$ cat config.mk
export PLATFORM = sky130hd
export DESIGN_NAME = descriptor_ram_attribute_regs
export DESIGN_NICKNAME = d
export VERILOG_FILES = /design/src/rtl/desc_attr_pkg.sv /design/src/rtl/strap_sync.sv /design/src/rtl/apb_slave_if.sv /design/src/rtl/descriptor_ram_attribute_regs.sv
export SDC_FILE = /design/constraint.sdc
export NUM_CORES = 1
export LEC_CHECK = 0
export ABC_AREA = 1
export BUFFER_PORTS_ARGS = -buffer_cell sky130_fd_sc_hd__buf_2
export CORE_AREA = 2 2 112 114
export DETAILED_ROUTE_END_ITERATION = 10
export DIE_AREA = 0 0 114 116
export PLACE_DENSITY = 0.78
export SLEW_MARGIN = 5
export SYNTH_ARGS = -nofsm -noshare
export SYNTH_HDL_FRONTEND = slang
export SYNTH_HIERARCHICAL = 1
export SYNTH_SLANG_ARGS = --single-unit
$ cat constraint.sdc
create_clock -name pclk -period 1.54 [get_ports pclk]
set_input_delay 0.308 -clock pclk [delete_from_list [all_inputs] [get_ports pclk]]
set_output_delay 0.308 -clock pclk [all_outputs]
set_load 0.01 [all_outputs]
$ cat src/rtl/desc_attr_pkg.sv
// Package: offsets, field layouts and reset values of the descriptor attribute registers
package desc_attr_pkg;
   localparam logic [11:0] STRING_LENGTH_ATTRS_A_OFS = 12'h0a8;
   localparam logic [11:0] STRING_LENGTH_ATTRS_B_OFS = 12'h0ac;
   localparam logic [11:0] CONFIG_WAKE_FLAG_ATTRS_OFS = 12'h0b0;
   localparam logic [11:0] ATTR_CONTROL_OFS = 12'h0b4;
   localparam logic [11:0] ATTR_STATUS_OFS = 12'h0b8;
   localparam logic [7:0] LENGTH_RESET = 8'h00;
   localparam logic [7:0] WAKE_FLAGS_RESET = 8'h00;
   localparam int REMOTE_WAKEUP_BIT = 17;
   localparam int POWER_METHOD_BIT = 16;
   localparam int LEN_W = 8;
   localparam int EMU_ENABLE_BIT = 0;
   localparam int EEPROM_PRESENT_BIT = 0;
   localparam int ATTRS_ACTIVE_BIT = 1;
   localparam int BAD_WRITE_BIT = 2;
   // Enabled edges after reset release before the synchronised straps are valid
   localparam logic [1:0] STRAP_SETTLE = 2'h2;

   typedef struct packed {
      logic [7:0] config_string_length;
      logic [7:0] serial_string_length;
      logic [7:0] product_string_length;
      logic [7:0] maker_string_length;
      logic [7:0] interface_string_length;
   } string_lengths_t;

   typedef struct packed {
      logic remote_wakeup_capable;
      logic power_method_select;
      logic [7:0] gpio_wake_flags;
   } config_flags_t;

   typedef struct packed {
      logic remote_wakeup_capable;
      logic power_method_select;
   } straps_t;
endpackage : desc_attr_pkg

$ cat src/rtl/strap_sync.sv
// Two-stage synchroniser for strap and presence pins
`timescale 1ns/1ns
module strap_sync #(
   parameter int W = 1
) (
   // Clock and reset
   input wire logic pclk,
   input wire logic presetn,
   input wire logic clk_en,
   // Data
   input wire logic [W-1:0] async_in,
   output logic [W-1:0] sync_out
);
   logic [W-1:0] meta_r;
   logic [W-1:0] meta_nxt;
   logic [W-1:0] sync_r;
   logic [W-1:0] sync_nxt;

   always_comb begin
      meta_nxt = clk_en ? async_in : meta_r;
      sync_nxt = clk_en ? meta_r : sync_r;
   end

   always_ff @(posedge pclk or negedge presetn) begin
      if (!presetn) begin
         meta_r <= '0;
         sync_r <= '0;
      end else begin
         meta_r <= meta_nxt;
         sync_r <= sync_nxt;
      end
   end

   assign sync_out = sync_r;
endmodule : strap_sync

$ cat src/rtl/apb_slave_if.sv
// APB slave front end: two-cycle access phase (one wait state), write and read strobes
`timescale 1ns/1ns
module apb_slave_if (
   // Clock and reset
   input wire logic pclk,
   input wire logic presetn,
   input wire logic clk_en,
   // APB
   input wire logic psel,
   input wire logic penable,
   input wire logic pwrite,
   input wire logic [11:0] paddr,
   // Strobes to register file
   output logic wr_stb,
   output logic rd_stb,
   output logic [11:0] acc_addr,
   output logic pready
);
   logic ready_r;
   logic ready_nxt;

   always_comb begin
      ready_nxt = ready_r;
      if (clk_en) begin
         ready_nxt = psel && penable && !ready_r;
      end
   end

   always_ff @(posedge pclk or negedge presetn) begin
      if (!presetn) begin
         ready_r <= 1'b0;
      end else begin
         ready_r <= ready_nxt;
      end
   end

   assign pready = ready_r;
   assign wr_stb = clk_en && psel && penable && ready_r && pwrite;
   assign rd_stb = clk_en && psel && penable && !ready_r && !pwrite;
   assign acc_addr = paddr;
endmodule : apb_slave_if

$ cat src/rtl/descriptor_ram_attribute_regs.sv
// Descriptor RAM attribute registers: string lengths and configuration/wake flags
//
// The APB register port is this design's own decision.
`timescale 1ns/1ns
module descriptor_ram_attribute_regs (
   // Clock, enable and resets
   input wire logic pclk,
   input wire logic presetn,
   input wire logic clk_en,
   input wire logic protected_reset,
   // APB
   input wire logic psel,
   input wire logic penable,
   input wire logic pwrite,
   input wire logic [11:0] paddr,
   input wire logic [31:0] pwdata,
   output logic [31:0] prdata,
   output logic pready,
   output logic pslverr,
   // Pins
   input wire desc_attr_pkg::straps_t strap_pins,
   input wire logic eeprom_detected,
   // To descriptor processing
   output desc_attr_pkg::string_lengths_t string_lengths,
   output desc_attr_pkg::config_flags_t config_flags,
   output logic attrs_active
);
   import desc_attr_pkg::*;

   logic wr_stb;
   logic rd_stb;
   logic [11:0] acc_addr;
   logic apb_ready;
   logic [1:0] strap_sync_w;
   logic eeprom_sync;
   straps_t straps_s;

   apb_slave_if u_apb (
      .pclk(pclk),
      .presetn(presetn),
      .clk_en(clk_en),
      .psel(psel),
      .penable(penable),
      .pwrite(pwrite),
      .paddr(paddr),
      .wr_stb(wr_stb),
      .rd_stb(rd_stb),
      .acc_addr(acc_addr),
      .pready(apb_ready)
   );

   strap_sync #(.W(3)) u_sync (
      .pclk(pclk),
      .presetn(presetn),
      .clk_en(clk_en),
      .async_in({strap_pins, eeprom_detected}),
      .sync_out({strap_sync_w, eeprom_sync})
   );
   assign straps_s = straps_t'(strap_sync_w);

   // Address decode used for both read and write
   function automatic logic [2:0] reg_sel(input logic [11:0] a);
      logic [2:0] s;
      s = 3'h0;
      if (a == STRING_LENGTH_ATTRS_A_OFS) begin
         s = 3'h1;
      end else if (a == STRING_LENGTH_ATTRS_B_OFS) begin
         s = 3'h2;
      end else if (a == CONFIG_WAKE_FLAG_ATTRS_OFS) begin
         s = 3'h3;
      end else if (a == ATTR_CONTROL_OFS) begin
         s = 3'h4;
      end else if (a == ATTR_STATUS_OFS) begin
         s = 3'h5;
      end
      return s;
   endfunction : reg_sel

   string_lengths_t lens_r;
   string_lengths_t lens_nxt;
   config_flags_t flags_r;
   config_flags_t flags_nxt;
   logic emu_en_r;
   logic emu_en_nxt;
   logic bad_wr_r;
   logic bad_wr_nxt;
   logic strap_load_r;
   logic strap_load_nxt;
   logic [1:0] strap_cnt_r;
   logic [1:0] strap_cnt_nxt;
   logic [31:0] rdata_r;
   logic [31:0] rdata_nxt;
   logic err_r;
   logic err_nxt;
   logic active_r;
   logic active_nxt;
   logic [2:0] sel;

   assign sel = reg_sel(acc_addr);

   // Register state
   always_comb begin
      lens_nxt = lens_r;
      flags_nxt = flags_r;
      emu_en_nxt = emu_en_r;
      bad_wr_nxt = bad_wr_r;
      strap_load_nxt = strap_load_r;
      strap_cnt_nxt = strap_cnt_r;
      if (clk_en) begin
         // Strap defaults caught once, after the synchroniser has refilled from reset
         if (strap_load_r) begin
            if (strap_cnt_r != 2'h0) begin
               strap_cnt_nxt = strap_cnt_r - 2'h1;
            end else begin
               flags_nxt.remote_wakeup_capable = straps_s.remote_wakeup_capable;
               flags_nxt.power_method_select = straps_s.power_method_select;
               strap_load_nxt = 1'b0;
            end
         end
         if (wr_stb) begin
            if (sel == 3'h1) begin
               lens_nxt.config_string_length = pwdata[31:24];
               lens_nxt.serial_string_length = pwdata[23:16];
               lens_nxt.product_string_length = pwdata[15:8];
               lens_nxt.maker_string_length = pwdata[7:0];
            end else if (sel == 3'h2) begin
               lens_nxt.interface_string_length = pwdata[7:0];
            end else if (sel == 3'h3) begin
               flags_nxt.remote_wakeup_capable = pwdata[REMOTE_WAKEUP_BIT];
               flags_nxt.power_method_select = pwdata[POWER_METHOD_BIT];
               flags_nxt.gpio_wake_flags = pwdata[7:0];
            end else if (sel == 3'h4) begin
               emu_en_nxt = pwdata[EMU_ENABLE_BIT];
            end else if (sel == 3'h5) begin
               bad_wr_nxt = bad_wr_r && !pwdata[BAD_WRITE_BIT];
            end
            // Writes to the A, B and flag registers with EEPROM fitted are recorded; set beats clear
            if (eeprom_sync && (sel == 3'h1 || sel == 3'h2 || sel == 3'h3)) begin
               bad_wr_nxt = 1'b1;
            end
         end
      end
   end

   // Without the clock, attribute state holds; only a power-on reset clears it
   always_ff @(posedge pclk or negedge presetn) begin
      if (!presetn) begin
         lens_r <= '{LENGTH_RESET, LENGTH_RESET, LENGTH_RESET, LENGTH_RESET, LENGTH_RESET};
         flags_r <= '{1'b0, 1'b0, WAKE_FLAGS_RESET};
         emu_en_r <= 1'b0;
         bad_wr_r <= 1'b0;
         strap_load_r <= 1'b1;
         strap_cnt_r <= STRAP_SETTLE;
      end else begin
         // Protected reset is not applied to these registers
         lens_r <= lens_nxt;
         flags_r <= flags_nxt;
         emu_en_r <= emu_en_nxt;
         bad_wr_r <= bad_wr_nxt;
         strap_load_r <= strap_load_nxt;
         strap_cnt_r <= strap_cnt_nxt;
      end
   end

   // Read path and bus answer
   always_comb begin
      rdata_nxt = rdata_r;
      err_nxt = err_r;
      active_nxt = active_r;
      if (clk_en) begin
         active_nxt = !eeprom_sync && emu_en_r && !protected_reset;
         err_nxt = 1'b0;
         if (rd_stb || (psel && penable && !apb_ready)) begin
            err_nxt = (sel == 3'h0);
         end
         if (rd_stb) begin
            rdata_nxt = 32'h0000_0000;
            if (sel == 3'h1) begin
               rdata_nxt = {lens_r.config_string_length, lens_r.serial_string_length,
                            lens_r.product_string_length, lens_r.maker_string_length};
            end else if (sel == 3'h2) begin
               rdata_nxt[LEN_W-1:0] = lens_r.interface_string_length;
            end else if (sel == 3'h3) begin
               rdata_nxt[REMOTE_WAKEUP_BIT] = flags_r.remote_wakeup_capable;
               rdata_nxt[POWER_METHOD_BIT] = flags_r.power_method_select;
               rdata_nxt[7:0] = flags_r.gpio_wake_flags;
            end else if (sel == 3'h4) begin
               rdata_nxt[EMU_ENABLE_BIT] = emu_en_r;
            end else if (sel == 3'h5) begin
               rdata_nxt[EEPROM_PRESENT_BIT] = eeprom_sync;
               rdata_nxt[ATTRS_ACTIVE_BIT] = active_r;
               rdata_nxt[BAD_WRITE_BIT] = bad_wr_r;
            end
         end
      end
   end

   always_ff @(posedge pclk or negedge presetn) begin
      if (!presetn) begin
         rdata_r <= 32'h0000_0000;
         err_r <= 1'b0;
         active_r <= 1'b0;
      end else begin
         rdata_r <= rdata_nxt;
         err_r <= err_nxt;
         active_r <= active_nxt;
      end
   end

   // Outputs to descriptor processing, zero unless running from RAM images
   string_lengths_t lens_out_r;
   string_lengths_t lens_out_nxt;
   config_flags_t flags_out_r;
   config_flags_t flags_out_nxt;

   always_comb begin
      lens_out_nxt = lens_out_r;
      flags_out_nxt = flags_out_r;
      if (clk_en) begin
         // Same-cycle switch with attrs_active, so no stale value leaks out
         lens_out_nxt = active_nxt ? lens_r : '0;
         flags_out_nxt = active_nxt ? flags_r : '0;
      end
   end

   always_ff @(posedge pclk or negedge presetn) begin
      if (!presetn) begin
         lens_out_r <= '0;
         flags_out_r <= '0;
      end else begin
         lens_out_r <= lens_out_nxt;
         flags_out_r <= flags_out_nxt;
      end
   end

   assign string_lengths = lens_out_r;
   assign config_flags = flags_out_r;
   assign attrs_active = active_r;
   assign prdata = rdata_r;
   assign pready = apb_ready;
   assign pslverr = err_r;
endmodule : descriptor_ram_attribute_regs

[Word level (Yosys, flattened, before mapping)]
Cells that the tools add are included.
Operators by class
  reductions and logical operators: 30
  mux-type cells: 35
  bitwise logic cells: 3
  equal/unequal tests: 14
  add/sub/neg operators: 1
Operators by type and width (number)
  $eq 12x8->1 const B: 5
  $mux 10: 5
  $mux 40: 1
  $mux 8: 3
  $mux 3: 7
  $mux 14: 1
  $logic_and 1x1->1: 12
  $mux 2: 6
  $mux 1: 11
  $ne 2x1->1 const B: 4
  $reduce_and 7->1: 1
  $eq 3x2->1 const B: 2
  $eq 3x3->1 const B: 2
  $reduce_and 3->1: 2
  $reduce_and 6->1: 1
  $logic_not 1->1: 5
  $mux 5: 1
  $reduce_and 5->1: 1
  $reduce_and 4->1: 1
  $reduce_bool 2->1: 2
  $eq 3x1->1 const B: 1
  $logic_not 3->1: 1
  $logic_or 1x1->1: 3
  $not 1->1: 3
  other kinds (2): 2
Storage, ports and cells
  input port bits: 54
  output and inout bits: 85
  bits in registers: 146

[Longest topological paths before layout]
Gate-level depths: netlist (run 1).
  depth after elaboration: 13
  mapped depth: 11
  gate-level depth less buffers: 9

[Modules after synthesis]
Netlist (run 1), hierarchy kept.
Modules (own cells, without submodules)
  descriptor_ram_attribute_regs: cells each 667, instances 1, area an instance 5944.5 um2
  strap_sync: cells each 25, instances 1, area an instance 221.5 um2
  apb_slave_if: cells each 21, instances 1, area an instance 151.4 um2

[Least setup slack after synthesis (run 1)]
OpenSTA, ideal clock, no wires.
  path type: reg2reg
  from: register u_apb.ready_r (netlist: u_apb/pready)
  to: register lens_r[0] (netlist name)
  stages on the path, launching flop included: 9
  data required time: 1.420 ns
  setup time: 0.120 ns
  setup slack: 0.069 ns
  path buffers: 1
  arrival: 1.351 ns
  path through: dfrtp_1 -> nand2_1 -> nor2_1 -> nand2_1 -> inv_1 -> nand4_2 -> buf_2 -> o21ai_0 -> inv_1
On the way
  cells in the longest elaborated chain, start to end: 3
RTL lines
  start: declaration: line apb_slave_if.sv:19  | logic ready_r;
  start signal: assignment: line apb_slave_if.sv:33  | ready_r <= ready_nxt;
  $logic_and 1x1->1 (2 in series): line apb_slave_if.sv:38  | assign wr_stb = clk_en && psel && penable && ready_r && pwrite;
  via wr_stb: line descriptor_ram_attribute_regs.sv:30  | logic wr_stb;
  $reduce_and 4->1 (no source line)
  end signal: assignment: line descriptor_ram_attribute_regs.sv:148  | lens_r <= '{LENGTH_RESET, LENGTH_RESET, LENGTH_RESET, LENGTH_RESET, LENGTH_RESET};
  end signal: assignment: line descriptor_ram_attribute_regs.sv:156  | lens_r <= lens_nxt;
  end: declaration: line descriptor_ram_attribute_regs.sv:79  | string_lengths_t lens_r;
The timed path passes the listed nets, and every way through them passes these cells.
A chain may end at the register's enable or synchronous reset.

[Worst setup path in the final report (run 1)]
  from: register u_apb.ready_r (netlist: u_apb/pready)
  to: register lens_r[2] (netlist name)
Same word-level chain as after synthesis.

==> run_results.csv, run 1 <==
group,metric,value,unit
floorplan,core_area,11900,µm²
synth,synth.most_common_cell,"nand2_1",
clock_network,cts_tree,"built",
power_and_ir_drop,switching_share,21.5,%
layout,instances_no_fill,1018,
place,dp_hpwl,10500,µm
layout,nNetsFinal,913,
sta,max_freq,662,MHz
clock_network,h-tree-depth,4,
synth,synth_top_area_share,57.0,%
grt,grt_max_degree,43,
synth,synthArstFlopShare,100,%
synth,synth.largest_area_cell,"dfrtp_1",
power_and_ir_drop,p_switching,1.85,mW
detailed_routing,vias,5271,
synth,syn_area,6320,µm²
floorplan,die_area,13200,µm²
synth,synth.distinct_cells,30,
detailed_routing,via_per_inst,5.18,
power_and_ir_drop,p_per_area,1070,nW/µm²
detailed_routing,drcViolationCount,0,
critical_path,critical_path_peak_fanout,8,
critical_path,crit_type,"reg -> reg",
sta,skew,0.00603,ns
detailed_routing,wire_per_inst,15.3,µm
sta,fin_crit,1.51,ns
synth,netlist_top_cells_count,"nand2_1, dfrtp_1, inv_1",
clock_network,insertion_delay,0.42,ns
clock_network,root_buffer,"clkbuf_16",
clock_network,cts_buffers,17,
sta,period_share,98.2,%
sta,tightest_slew,0.412,ns
synth,syn_inst,713,
min_path,hold_depth,3,
critical_path,worstSetupEndpointType,"flop",
synth,synthFlopType,"dfrtp_1",
clock_network,clkSinkCount,146,
power_and_ir_drop,vdd_drop_max,0.750,mV
synth,syn-num-nets,768,
synth,synth.area.top_cells,"dfrtp_1, nand2_1, o21ai_0",
sta,maxSlewHeadroom,72.5,%
clock_network,clock_path_buffers,2,
grt,grt_pass1_vias,5093,
place,io_buffers,138,
floorplan,dieHeight,116,µm
sta,setup_violations,0,
floorplan,ios,139,
min_path,hold_path.class,"in -> reg",
critical_path,cp.arrival,1.82,ns
detailed_routing,ant_nets,0,
power_and_ir_drop,p_int,6.74,mW
outcome,status,"completed",
clock_network,cts.clk_slew.worst_paths,0.06,ns
sta,tns,0,ns
synth,ys_seq_elements,146,
sta,drv_slew,0,
job,drv_cap,0,
layout,area_delta_synth_final,26.8,%
critical_path,crit_chain,"nand2_1 > nor2_2 > nand2_2 > inv_4 > nand4_4 > buf_12 > o21ai_0 > inv_1",
power_and_ir_drop,seqPwrFrac,45.9,%
layout,diodes,0,
power_and_ir_drop,combinationalPowerShare,5.2,%
synth,syn_area_per_cell,8.86,µm²
place,dp.cells,982,
synth,synth_edf_count,0,
detailed_routing,drt-initial-drc-count,528,
synth,ys_seq_area_share,57.9,%
floorplan,row_count,40,
critical_path,cp-start-kind,"flop",
place,place.gp.congestion,0.837,
synth,yosys_warnings,6,
layout,fin_area,8010,µm²
grt,grt_antenna_before_repair,0,
critical_path,worstPathRequired,1.85,ns
grt,grt_pass1_wl,24800,µm
place,place_area,7280,µm²
sta,rsz0062_at_grt,"true",
floorplan,die_w,114,µm
critical_path,crit_path_top_delay_cell,"dfrtp_1",
critical_path,critPathMaxStageDelay,0.41,ns
grt,grt_util_all_layers,24.3,%
detailed_routing,firstDrtPassIters,7,
power_and_ir_drop,finalPower,8.59,mW
floorplan,initial_core_util,53.0,%
layout,final_util,67.2,%
critical_path,r2r_cells,8,
grt,overflow,0,
detailed_routing,finalWirelength,15600,µm
power_and_ir_drop,clockPowerShare,48.9,%
layout,drive_gt1_share,28.6,%
sta,hold_viol,0,
power_and_ir_drop,p_leak,4.21,nW
through the flow:
stage	hold slack, ns	worst slack, ns
after floorplan	0.0124	0.0692
after global placement	0.253	0.00787
after detailed placement	0.255	-0.0978
after CTS	0.0843	0.00363
after global routing	0.100	-0.0286
final	0.0944	0.0284
layer usage:
layer  global-route usage (%)  share of wire, %
met1                     32.9                45
met2                     39.0                47
met3                     5.23               6.2
met4                     8.86               2.3
met5                        0                 0
area by class of cell:
cell class	instances	area, µm²
clock buffers	23	478
clock inverters	9	128
fillers	962	3900
inverters	89	337
multi-input cells	435	2140
flip-flops and latches	146	3660
well taps	147	184
repair buffers	169	1090
critical path: cells and delay by family (launching register included):
family          cells  cell delay, ns
simple gates        4            0.52
flops               1            0.41
buf+inv             3            0.33
compound gates      1            0.15
state kept, by name (all words and copies together) (netlist names):
name	cells
strap_load_r	1
lens_r	40
flags_r	10
attrs_active	1
bad_wr_r	1
u_sync/meta_r	3
u_apb/pready	1
strap_cnt_r	2
emu_en_r	1
pslverr	1
prdata	32
string_lengths	40
u_sync/sync_out	3
config_flags	10
power groups by stage:
stage	clock network [mW]	registers (mW)	logic, mW
finish	4.20	3.94	0.449
global route	4.40	3.95	0.519
CTS	4.25	3.94	0.450
detailed placement	0	4.01	0.444
global placement	0	4.00	0.437
floorplan	0	4.00	0.216
cells in the final DEF (no fill, tap or decap), drive strengths merged:
| cell type | synthesis | layout |
|---|---|---|
| a21oi | 5 | 5 |
| o21ai | 86 | 86 |
| dfstp | 2 | 2 |
| clkinv | 1 | 6 |
| buf | 27 | 167 |
| o31ai | 22 | 22 |
| dlygate4sd3 | 0 | 1 |
| nand3 | 42 | 42 |
| o22ai | 2 | 2 |
| nor2 | 23 | 23 |
| nand3b | 1 | 1 |
| bufinv | 0 | 3 |
| clkbuf | 16 | 24 |
| nand4 | 9 | 9 |
| inv | 88 | 89 |
| or2 | 1 | 1 |
| nand2 | 237 | 237 |
| o211ai | 5 | 5 |
| xor2 | 1 | 1 |
| ha | 1 | 1 |
| dfrtp | 144 | 144 |
repair_timing:
item | in CTS | in global routing
gates resized for setup | 0 | 22
endpoints found under the hold margin | 36 | 0
buffers inserted | 0 | 2
setup endpoints to repair | 0 | 33
hold buffers | 1 | 0
worst paths after layout:
check | startpoint | end | slack [ns]
max | u_apb/pready | lens_r[2] | 0.03
min | eeprom_detected | u_sync/meta_r[0] | 0.09
max reg2reg | u_apb/pready | lens_r[2] | 0.03
min reg2reg | lens_r[30] | lens_r[30] | 0.47
max in group asynchronous | presetn | lens_r[20] | 0.60
min in group asynchronous | presetn | string_lengths[35] | 0.37
kinds of logic (layout without fill, tap and decap cells):
group | Yosys count | after routing | share of synthesized area [%]
compound gates | 120 | 120 | 11.6
flops | 146 | 146 | 57.9
xor+xnor | 1 | 1 | 0.139
fa+ha+maj | 1 | 1 | 0.198
simple gates | 313 | 313 | 20.7
buf+inv | 132 | 290 | 9.49
No activity file was read; power rests on OpenSTA's default activity.
==> inputs of run 2 (changes only) <==
BUFFER_PORTS_ARGS = -buffer_cell sky130_fd_sc_hd__buf_4   (was -buffer_cell sky130_fd_sc_hd__buf_2)
==> run 2 against run 1 <==
  * Fmax increased by 0.77%
  * Critical path depth decreased by 2
  * Sequential cell count unchanged
  * Global-route usage increased by 1.4 points
  * Routed wire length increased by 3.4%
==> run_results.csv, run 2 (synthesized netlist as in run 1, its figures left out) <==
group,metric,value,unit
grt,grt_antenna_before_repair,0,
place,dp_hpwl,11200,µm
critical_path,crit_start,"u_apb/pready",
sta,tightest_slew,0.375,ns
layout,area_delta_synth_final,31.3,%
floorplan,die_area,13200,µm²
critical_path,r2r_cells,6,
layout,instances_no_fill,1015,
sta,skew,0.00637,ns
sta,setup_violations,0,
floorplan,core_area,11900,µm²
layout,fillerInstances,921,
power_and_ir_drop,p_per_area,1050,nW/µm²
clock_network,clkSinkCount,146,
critical_path,crit_type,"reg -> reg",
layout,final_util,69.6,%
critical_path,critical_path_peak_fanout,42,
detailed_routing,ant_nets,0,
sta,setup_ws,0.0399,ns
detailed_routing,wl_met3,1030,µm
critical_path,cp-start-kind,"flop",
place,place_ws,-0.0634,ns
sta,drv_slew,0,
layout,drive_gt1_share,26.6,%
sta,period_share,97.4,%
sta,fin_crit,1.50,ns
clock_network,clock_path_buffers,2,
grt,grt_max_degree,43,
sta,maxSlewHeadroom,75.0,%
critical_path,crit_path_top_delay_cell,"dfrtp_1",
place,dp.cells,980,
sta,max_freq,667,MHz
grt,grt_util_all_layers,25.7,%
layout,diodes,0,
detailed_routing,routed-wl-met2,7900,µm
floorplan,die_w,114,µm
detailed_routing,vias,5403,
grt,grt_pass1_wl,26200,µm
outcome,status,"completed",
critical_path,worstSetupEndpointType,"flop",
detailed_routing,wl_met1,6870,µm
critical_path,crit_end,"prdata[25]",
detailed_routing,dr.max_layer_used,"met4",
clock_network,root_buffer,"clkbuf_16",
grt,grt_pass1_vias,5448,
power_and_ir_drop,vdd_drop_max,0.771,mV
clock_network,cts_tree,"built",
floorplan,row_count,40,
min_path,hold_path.class,"in -> reg",
grt,overflow,0,
clock_network,h-tree-depth,4,
power_and_ir_drop,finalPower,8.69,mW
job,drv_cap,0,
layout,layout_commonest_cell,"nand2_1",
critical_path,critPathMaxStageDelay,0.41,ns
detailed_routing,wire_per_inst,15.8,µm
clock_network,cts_buffers,17,
layout,nNetsFinal,911,
critical_path,r2r_start,"u_apb/pready",
place,place.gp.congestion,0.866,
layout,final_cell_mix,"nand2_1, buf_4, dfrtp_1",
detailed_routing,firstDrtPassIters,5,
detailed_routing,drcViolationCount,0,
clock_network,cts.clk_slew.worst_paths,0.05,ns
critical_path,crit_chain,"inv_1 > nand4_1 > nor2_1 > nand2_2 > buf_12 > o31ai_1",
detailed_routing,drt-initial-drc-count,481,
sta,rsz0062_at_grt,"true",
detailed_routing,finalWirelength,16100,µm
critical_path,r2r-end,"prdata[25]",
critical_path,worstPathRequired,1.84,ns
place,io_buffers,138,
power_and_ir_drop,p_leak,4.20,nW
critical_path,regToRegSetupSlack,0.04,ns
floorplan,initial_core_util,53.0,%
clock_network,insertion_delay,0.42,ns
floorplan,ios,139,
sta,hold_viol,0,
floorplan,dieHeight,116,µm
detailed_routing,via_per_inst,5.32,
critical_path,cp.arrival,1.80,ns
==> run 2: changes by cell type in the layout (fill, tap and decap cells not counted), moves of 2 or more <==
| cell | previous run | this run |
|---|---|---|
| buf_2 | 137 | 0 |
| buf_4 | 18 | 152 |
| o31ai_1 | 12 | 21 |
| o31ai_2 | 10 | 1 |
| clkbuf_1 | 3 | 7 |
| clkinv_2 | 4 | 1 |
| o21ai_0 | 61 | 59 |
| o21ai_1 | 9 | 11 |
==> run 2: area by class of cell <==
| type | instances | area, µm² | area share, % |
|---|---|---|---|
| tap | 147 | 184 | 2.22 |
| inverter | 89 | 334 | 4.03 |
| clock inverter | 5 | 125 | 1.51 |
| clock buffer | 26 | 479 | 5.78 |
| sequential | 146 | 3660 | 44.1 |
| multi-input combinational | 435 | 2090 | 25.2 |
| timing repair buffer | 167 | 1430 | 17.2 |
==> run 2: what timing repair did <==
item	in CTS	in global routing
hold buffers	1	0
endpoints found under the hold margin	30	0
resized for setup	1	10
endpoints found under the setup margin	1	12
pin swaps	0	1
buffers inserted	0	2
cloned	0	1
==> run 2: worst min path at each step <==
stage | from | endpoint | cells after the start | slack (ns)
2_1_floorplan | presetn | attrs_active | 0 | 0.01
3_3_place_gp | presetn | string_lengths[34] | 1 | 0.23
3_5_place_dp | presetn | lens_r[33] | 1 | 0.24
4_1_cts | strap_pins[0] | u_sync/meta_r[1] | 3 | 0.09
5_1_grt | strap_pins[1] | u_sync/meta_r[2] | 3 | 0.11
6_report | strap_pins[0] | u_sync/meta_r[1] | 3 | 0.10
==> run 2: critical path, delay by kind of cell, from the launching register on <==
family                 cells  cell delay [ns]
AO/OA/AOI/OAI              1             0.28
AND/OR/NAND/NOR            3             0.40
buffers and inverters      2             0.29
flip-flops                 1             0.41
==> run 2: stage by stage <==
| stage | hold slack, ns | TNS, ns | cell area [µm²] |
|---|---|---|---|
| floorplan | 0.0124 | 0 | 6320 |
| global placement | 0.230 | 0 | 7620 |
| detailed placement | 0.238 | -0.335 | 7620 |
| CTS | 0.0928 | 0 | 8240 |
| global route | 0.107 | 0 | 8290 |
| finish | 0.102 | 0 | 8290 |
==> run 2: power breakdown <==
part	switching (mW)	internal [mW]	total (mW)
logic	0.303	0.200	0.503
registers	0.0352	3.91	3.94
clock network	1.45	2.79	4.24
total	1.79	6.90	8.69
==> run 2: layer usage <==
| metal | track usage (%) | up-vias |
|---|---|---|
| met5 | 0 | - |
| met4 | 9.51 | 0 |
| met3 | 5.86 | 22 |
| met2 | 42.8 | 197 |
| met1 | 33.1 | 2645 |
| li1 | - | 2539 |
